## config.mk

```make
export PLATFORM = sky130hd
export DESIGN_NAME = loop_through_monitor_ctrl
export DESIGN_NICKNAME = d
export VERILOG_FILES = /design/src/pkg/monitor_pkg.sv /design/src/hdl/loop_through_monitor_ctrl.sv /design/src/hdl/monitor_stream_mux.sv
export VERILOG_INCLUDE_DIRS = /design/src /design/src/pkg
export SDC_FILE = /design/constraint.sdc
export NUM_CORES = 1
export LEC_CHECK = 0
export ABC_AREA = 1
export BUFFER_PORTS_ARGS = -buffer_cell sky130_fd_sc_hd__buf_2
export CAP_MARGIN = 10
export CORE_MARGIN = 2
export CORE_UTILIZATION = 40
export DETAILED_ROUTE_END_ITERATION = 10
export PLACE_DENSITY_LB_ADDON = 0.1
export SYNTH_ARGS = -nofsm -noshare
export SYNTH_HDL_FRONTEND = slang
export SYNTH_HIERARCHICAL = 1
export SYNTH_SLANG_ARGS = --single-unit
```

## constraint.sdc

```tcl
create_clock -name clock_i -period 1.6 [get_ports clock_i]
set_clock_uncertainty 0.2 [all_clocks]
set_input_delay 0.32 -clock clock_i [delete_from_list [all_inputs] [get_ports clock_i]]
set_output_delay 0.32 -clock clock_i [all_outputs]
set_load 0.01 [all_outputs]
```

## src/pkg/monitor_consts.svh

```systemverilog
// Purpose: offsets, field positions and reset values of the loop-through monitor controls
// Assumes: 8-bit register bank reached by an internal address/strobe port
// Notes:   definitions only
`ifndef MONITOR_CONSTS_SVH
`define MONITOR_CONSTS_SVH

// ----------------------------------------
// register offsets
// ----------------------------------------
`define OFS_PORT_SELECT_PRIMARY   8'h52
`define OFS_DRIVER_ENABLE         8'h56
`define OFS_SOURCE_SELECT         8'h57
`define OFS_TX_POWER              8'h63
`define OFS_PATTERN_CTRL          8'h64

// ----------------------------------------
// field positions
// ----------------------------------------
`define BIT_PORT_SELECT_PRIMARY   7
`define BIT_DRIVER_ENABLE         3
`define BIT_SOURCE_SELECT_LO      1
`define BIT_SOURCE_SELECT_HI      2
`define BIT_TX_POWERDOWN          0
`define BIT_PATTERN_ENABLE        0

// ----------------------------------------
// reset values and encodings
// ----------------------------------------
`define RST_SOURCE_SELECT         2'h0
`define RST_TX_POWERDOWN          1'h0
`define SRC_SEL_PORT0             2'h1
`define SRC_SEL_PORT1             2'h2

`endif

```

## src/pkg/monitor_pkg.sv

```systemverilog
// Purpose: types shared by the loop-through monitor control files
// Assumes: nothing beyond the constants header
// Notes:   the three external controls travel together as one struct
package monitor_pkg;

    // ----------------------------------------
    // source choice decoded from the select field
    // ----------------------------------------
    typedef enum logic [1:0] {
        SRC_NONE  = 2'b00,
        SRC_PORT0 = 2'b01,
        SRC_PORT1 = 2'b10
    } monitor_source_t;

    // ----------------------------------------
    // controls held elsewhere in the unit
    // ----------------------------------------
    typedef struct packed {
        logic monitor_port_select_primary;
        logic monitor_driver_enable;
        logic test_image_generator_enable;
    } unit_ctrl_t;

    // ----------------------------------------
    // register port request
    // ----------------------------------------
    typedef struct packed {
        logic       wr;
        logic [7:0] addr;
        logic [7:0] wdata;
    } reg_req_t;

endpackage

```

## src/hdl/loop_through_monitor_ctrl.sv

```systemverilog
// Purpose: registers steering the loop-through monitor source and transmitter power
// Assumes: internal register port on the register clock, one access per strobe
// Notes:   primary select, driver enable and pattern enable arrive from their own registers
//
// Operation
// - select 01 routes port 0 stream, 10 routes port 1 stream.
// - power-down bit 0 keeps transmitter on at 0, off at 1; resets 0.
// - source select register resets zero; bits 7-3 and 0 read zero.
// - power register resets zero; bits 7-1 read zero.
// - primary bit 0 names port 0, 1 names port 1.
// - driver enable bit 0 disables, 1 enables the monitor driver.
`timescale 1ns/1ps
`include "monitor_consts.svh"

module loop_through_monitor_ctrl (
    // clock and reset
    input  wire logic                    clock_i,
    input  wire logic                    arst_n_i,
    // register port
    input  wire monitor_pkg::reg_req_t   req_i,
    output logic [7:0]                   rdata_o,
    output logic                         hit_o,
    // unit controls
    input  wire monitor_pkg::unit_ctrl_t unit_i,
    // recovered streams, asynchronous to the register clock
    input  wire logic                    serial_input_port0_i,
    input  wire logic                    serial_input_port1_i,
    // monitor side
    output logic                         loop_through_monitor_output_o,
    output logic                         monitor_driver_active_o,
    output logic                         monitor_transmitter_powerdown_o,
    output logic                         select_mismatch_o
);
    import monitor_pkg::*;

    // ----------------------------------------
    // state
    // ----------------------------------------
    logic [1:0]      monitor_source_select_reg;
    logic [1:0]      monitor_source_select_next;
    logic            monitor_transmitter_powerdown_reg;
    logic            monitor_transmitter_powerdown_next;
    logic [1:0]      port0_sync_reg;
    logic [1:0]      port1_sync_reg;
    logic [7:0]      rdata_reg;
    logic [7:0]      rdata_next;
    logic            hit;
    logic            active;
    monitor_source_t source;

    // ----------------------------------------
    // register writes
    // ----------------------------------------
    always_comb begin
        monitor_source_select_next         = monitor_source_select_reg;
        monitor_transmitter_powerdown_next = monitor_transmitter_powerdown_reg;
        if (req_i.wr) begin
            case (req_i.addr)
                `OFS_SOURCE_SELECT: begin
                    monitor_source_select_next =
                        req_i.wdata[`BIT_SOURCE_SELECT_HI:`BIT_SOURCE_SELECT_LO];
                end
                `OFS_TX_POWER: begin
                    monitor_transmitter_powerdown_next = req_i.wdata[`BIT_TX_POWERDOWN];
                end
                default: begin
                    monitor_source_select_next = monitor_source_select_reg;
                end
            endcase
        end
    end

    // ----------------------------------------
    // read path: reserved bits return zero
    // ----------------------------------------
    always_comb begin
        rdata_next = 8'h00;
        hit        = 1'b0;
        case (req_i.addr)
            `OFS_SOURCE_SELECT: begin
                hit = 1'b1;
                rdata_next[`BIT_SOURCE_SELECT_HI:`BIT_SOURCE_SELECT_LO] = monitor_source_select_reg;
            end
            `OFS_TX_POWER: begin
                hit = 1'b1;
                rdata_next[`BIT_TX_POWERDOWN] = monitor_transmitter_powerdown_reg;
            end
            default: begin
                hit = 1'b0;
            end
        endcase
    end

    always_ff @(posedge clock_i or negedge arst_n_i) begin
        if (!arst_n_i) begin
            monitor_source_select_reg         <= `RST_SOURCE_SELECT;
            monitor_transmitter_powerdown_reg <= `RST_TX_POWERDOWN;
            rdata_reg                         <= 8'h00;
            port0_sync_reg                    <= 2'h0;
            port1_sync_reg                    <= 2'h0;
        end else begin
            monitor_source_select_reg         <= monitor_source_select_next;
            monitor_transmitter_powerdown_reg <= monitor_transmitter_powerdown_next;
            rdata_reg                         <= rdata_next;
            port0_sync_reg                    <= {port0_sync_reg[0], serial_input_port0_i};
            port1_sync_reg                    <= {port1_sync_reg[0], serial_input_port1_i};
        end
    end

    // ----------------------------------------
    // routing
    // ----------------------------------------
    // driver enable and power state both gate; a powered-down driver never toggles
    assign active = unit_i.monitor_driver_enable && !monitor_transmitter_powerdown_reg;
    assign source = monitor_source_t'(monitor_source_select_reg);

    monitor_stream_mux u_mux (
        .clock_i   (clock_i),
        .arst_n_i  (arst_n_i),
        .source_i  (source),
        .active_i  (active),
        .port0_i   (port0_sync_reg[1]),
        .port1_i   (port1_sync_reg[1]),
        .monitor_o (loop_through_monitor_output_o)
    );

    // flag only; the field alone routes, software keeps the two consistent
    always_comb begin
        case (source)
            SRC_PORT0: select_mismatch_o = unit_i.monitor_port_select_primary;
            SRC_PORT1: select_mismatch_o = !unit_i.monitor_port_select_primary;
            default:   select_mismatch_o = 1'b1;
        endcase
    end

    assign rdata_o                         = rdata_reg;
    assign hit_o                           = hit;
    assign monitor_driver_active_o         = active;
    assign monitor_transmitter_powerdown_o = monitor_transmitter_powerdown_reg;
endmodule

```

## src/hdl/monitor_stream_mux.sv

```systemverilog
// Purpose: gate and route one recovered stream to the loop-through monitor output
// Assumes: stream inputs already lie in the register clock domain
// Notes:   output registered, so it lags the select by one cycle
`timescale 1ns/1ps

module monitor_stream_mux
    import monitor_pkg::*;
(
    // clock and reset
    input  wire logic                    clock_i,
    input  wire logic                    arst_n_i,
    // control
    input  wire monitor_pkg::monitor_source_t source_i,
    input  wire logic                    active_i,
    // streams
    input  wire logic                    port0_i,
    input  wire logic                    port1_i,
    output logic                         monitor_o
);
    logic monitor_reg;
    logic monitor_next;

    // ----------------------------------------
    // selection
    // ----------------------------------------
    always_comb begin
        monitor_next = 1'b0;
        if (active_i) begin
            case (source_i)
                SRC_PORT0: monitor_next = port0_i;
                SRC_PORT1: monitor_next = port1_i;
                default:   monitor_next = 1'b0;
            endcase
        end
    end

    always_ff @(posedge clock_i or negedge arst_n_i) begin
        if (!arst_n_i) begin
            monitor_reg <= 1'b0;
        end else begin
            monitor_reg <= monitor_next;
        end
    end

    assign monitor_o = monitor_reg;
endmodule

```

-- Word level (Yosys, flattened, before mapping)
Index checks and enable logic that the tools add are counted.
- register bits: 11
- output and inout bits: 13
- word-level logic and storage cells: 22
- equal/unequal tests: 4
- multiplexer cells: 6
- reductions and logical operators: 6
- operators with widths (kind ; count):
    $eq 8x7->1 const B ; 2
    $pmux 1 s2 ; 2
    $reduce_and 2->1 ; 2
    $mux 1 ; 3
    $eq 2x1->1 const B ; 1
    $eq 2x2->1 const B ; 1
    $logic_not 1->1 ; 2
    $mux 2 ; 1
    $reduce_or 2->1 ; 1
    $logic_and 1x1->1 ; 1

-- Longest topological paths before layout
- word-level depth: 3
- depth in mapped cells: 6
- depth with buffers taken out: 6

-- By module
The synthesis kept the hierarchy.
- by module, submodules not included (module ; instances ; cells each ; area an instance (µm²) ; sequential area each (µm²)):
    loop_through_monitor_ctrl ; 1 ; 61 ; 505.5 ; 250.2
    monitor_stream_mux ; 1 ; 10 ; 81.3 ; 25.0

-- Worst setup path before layout
No wires, ideal clock.
- path kind: flip-flop to output port
- start point: register monitor_source_select_reg[0]
- end point: output port select_mismatch_o
- data arrival time: 0.962 ns
- data required time: 1.080 ns
- path slack: 0.118 ns
- cell stages (with the launch flop): 5
- cell sequence: dfrtp_1 inv_1 ha_1 a21oi_1 o21ai_0
- longest elaborated chain between the ends: 2
- elaborated cells between the ends (all ways): 3
- those cells by class: eq/ne (2); mux (1)
- RTL lines (item ; RTL line ; text):
    start: declaration ; loop_through_monitor_ctrl.sv:39 ; logic [1:0] monitor_source_select_reg;
    start signal: assignment ; loop_through_monitor_ctrl.sv:96 ; monitor_source_select_reg <= `RST_SOURCE_SELECT;
    start signal: assignment ; loop_through_monitor_ctrl.sv:102 ; monitor_source_select_reg <= monitor_source_select_next;
    $eq 2x2->1 or $eq 2x1->1 (tied branches) ; loop_through_monitor_ctrl.sv:129 ; case (source)
    $pmux 1 s2 * ; loop_through_monitor_ctrl.sv:129 ;
    end: declaration ; loop_through_monitor_ctrl.sv:32 ; output logic select_mismatch_o
Mark *: on every way between the ends. The rest lies on a longest branch, timed or not.

-- Worst setup path after layout
- start point: register monitor_source_select_reg[1]
- end point: output port select_mismatch_o
Same word-level chain as after synthesis.

==> qor.yml <==
cp.required_ns: 1.08
area_growth_pct: 36.89
leakage_nw: 0.4493
p_total_uw: 565.7
min_period_ns: 1.779
slowest_stage: "dfrtp_1"
synth_area_um2: 586.8
htreeDepth: 1
synth-xor-area-share_pct: 0
synth.area.mux_share_pct: 0
ys_seq_area_share_pct: 46.91
wirelength_um: 1054
fin_nets: 134
regToRegStartpoint: "monitor_source_select_reg[1]"
synth-simple-area-share_pct: 26.01
cp-start-kind: "flip-flop"
dr.pass1.iters: 4
rows: 13
violations: "negative setup slack"
crit_cells: 5
hold_depth: 3
grt_pass1_vias: 473
crit_path_max_fanout: 3
crit_start: "monitor_source_select_reg[1]"
endpoint_kind: "output port"
die_h_um: 42.30
grt_overflow: 0
die_x_um: 42.30
rsz0062_at_grt: "yes"
cp.arrival_ns: 1.26
post_drt_via_cell_ratio: 4.333
path_buf_inv: 2
clock_power_share_pct: 32.4
ant_nets: 0
setup.worst_path.end: "select_mismatch_o"
die_area_mm2: 0.001789
cts_buffers: 3
place_ws_ns: 0.03598
num-fill-cells: 130
seqPwrFrac_pct: 51.7
synth_top_family_by_area: "simple AND/OR/NAND/NOR gates"
fin_ws_ns: -0.1794
fp.coreArea_mm2: 0.001334
outcome: "complete, but fails checks"
setup_viol: 1
p_per_area_mw_per_mm2: 704.2
power_frac_comb_pct: 16.0
hold_viol: 0
ioPinCount: 37
worst-r2r-setup-slack_ns: 0.16
regArea_um2: 275.3
drv_slew: 0
multi_input_area_um2: 256.5
vias: 520
hold_class: "input pin to flip-flop"
start_util_pct: 44.00
finish.utilization_pct: 60.23
antenna_cells: 0
p_switching_uw: 140.6
cp_top_family: "flip-flops"
drive_gt1_share_pct: 38.10
clk_latency_ns: 0.26
r2r_cells: 6
drv_cap: 0
clk_path_buf_depth: 2
drtIter0Drc: 7
cts_tree: "yes"
root_buffer: "clkbuf_4"
dpl.hpwl_um: 818.7
ir_worst_vdd_uv: 403.5
r2r_end: "u_mux/monitor_o"
syn_area_per_cell_um2: 8.265
p_sw_share_pct: 24.86
finalWeightedCongestion: 0.8456
fmax_mhz: 562.0
synth_compound_area_share_pct: 3.198
synth_cell_types: 15
synth-seq-cells: 11
drc: 0
largest_reg_flops: 3
portBuffers: 25
critPathKind: "flip-flop to output port"
wire_per_inst_um: 8.783
p_int_uw: 425.1
hold_ws_ns: 0.1108
clk_pin_slew_ns: 0.06
slowest_delay_ns: 0.43
synth_cells: 71
synth_fa_ha_area_share_pct: 8.529
timing.final.crit_share_pct: 111.2
grt_antenna_before_repair: 0
grt_start_max_net_pins: 12
grtUsageTotal_pct: 13.11
path_cells: "inv_2, ha_1, a21oi_2, o21ai_1, buf_2"
cts.sinks: 11
grt_pass1_wl_um: 1718
yosysWarnings: 6
## stage by stage
stage	instances	cell area [um^2]	TNS [ns]
final	120	803.3	-0.1794
after global routing	120	803.3	-0.2545
after CTS	119	779.5	-0.2274
after detailed placement	112	723.2	0
after global placement	112	723.2	0
after floorplan	75	601.8	0
## tightest hold or removal path, cell delays in order
cell and delay (ns):
buf_2 0.09, nand4_1 0.07, nand2_1 0.05
## power by group through the flow
stage               registers [mW]  clock network (mW)  logic (mW)
detailed placement           0.297                   0      0.0791
floorplan                    0.297                   0      0.0458
global placement             0.297                   0      0.0777
finish                       0.292               0.183      0.0903
CTS                          0.291               0.190      0.0853
global route                 0.293               0.209       0.103
## synthesized netlist by cell type, drive strengths merged
cell   instances  area (um^2)
nand2         18        72.57
inv           13        48.80
dfrtp         11        275.3
nor2          11        51.30
buf            5        37.54
ha             4        50.05
nand4          3        18.77
a21oi          2        13.76
nand3          2        10.01
conb           1        3.750
o21ai          1        5.000
## area by class of cell
class | instances | area share [%]
timing repair buffer | 31 | 22.12
inverter | 13 | 6.075
tap | 15 | 2.336
multi-input combinational | 46 | 31.93
sequential | 11 | 34.27
clock buffer | 4 | 3.271
## layer usage
layer | wire length (um) | global-route usage, % | share of wire (%) | vias up
met5 | 0 | 0 | 0 | -
met4 | 4 | 3.750 | 0.38 | 0
met3 | 72 | 6.466 | 6.8 | 2
met2 | 547 | 23.08 | 52 | 17
met1 | 430 | 13.62 | 41 | 226
li1 | - | - | - | 275
## logic make-up after synthesis
| group | after synthesis |
|---|---|
| DFF | 11 |
| other | 1 |
| adders and majority gates | 4 |
| AOI/OAI and AO/OA | 3 |
| buffers and inverters | 18 |
| and+or+nand+nor | 34 |
## layout by cell type (no fill, tap or decap)
cell type | Yosys | final
ha_1 | 4 | 3
dlygate4sd3_1 | 0 | 3
ha_4 | 0 | 1
nor2_4 | 1 | 1
inv_1 | 13 | 11
a21oi_2 | 1 | 2
conb_1 | 1 | 5
clkbuf_4 | 0 | 3
nand3_1 | 2 | 2
nand2_2 | 2 | 2
buf_4 | 5 | 3
o21ai_1 | 0 | 1
nor2_2 | 1 | 1
nand2_1 | 16 | 16
inv_2 | 0 | 2
buf_2 | 0 | 25
dfrtp_1 | 11 | 11
clkbuf_1 | 0 | 1
nor2_1 | 9 | 9
nand4_1 | 3 | 3
## repair_timing
item,4_1_cts,5_1_grt
setup endpoints to repair,1,1
setup buffers,0,1
hold buffers,3,0
hold endpoints to repair,13,0
gates cloned,0,0
pin swaps,1,0
gates resized for setup,1,4
## worst min path at each step
stage | slack, ns | from | endpoint
2_1_floorplan | -0.18 | arst_n_i | monitor_source_select_reg[0]
3_3_place_gp | -0.0004 | arst_n_i | rdata_o[2]
3_5_place_dp | -0.006 | arst_n_i | rdata_o[2]
4_1_cts | 0.11 | req_i[0] | monitor_transmitter_powerdown_o
5_1_grt | 0.12 | req_i[1] | monitor_source_select_reg[0]
6_report | 0.11 | req_i[0] | monitor_transmitter_powerdown_o
Power figures use the tool's default switching activity.
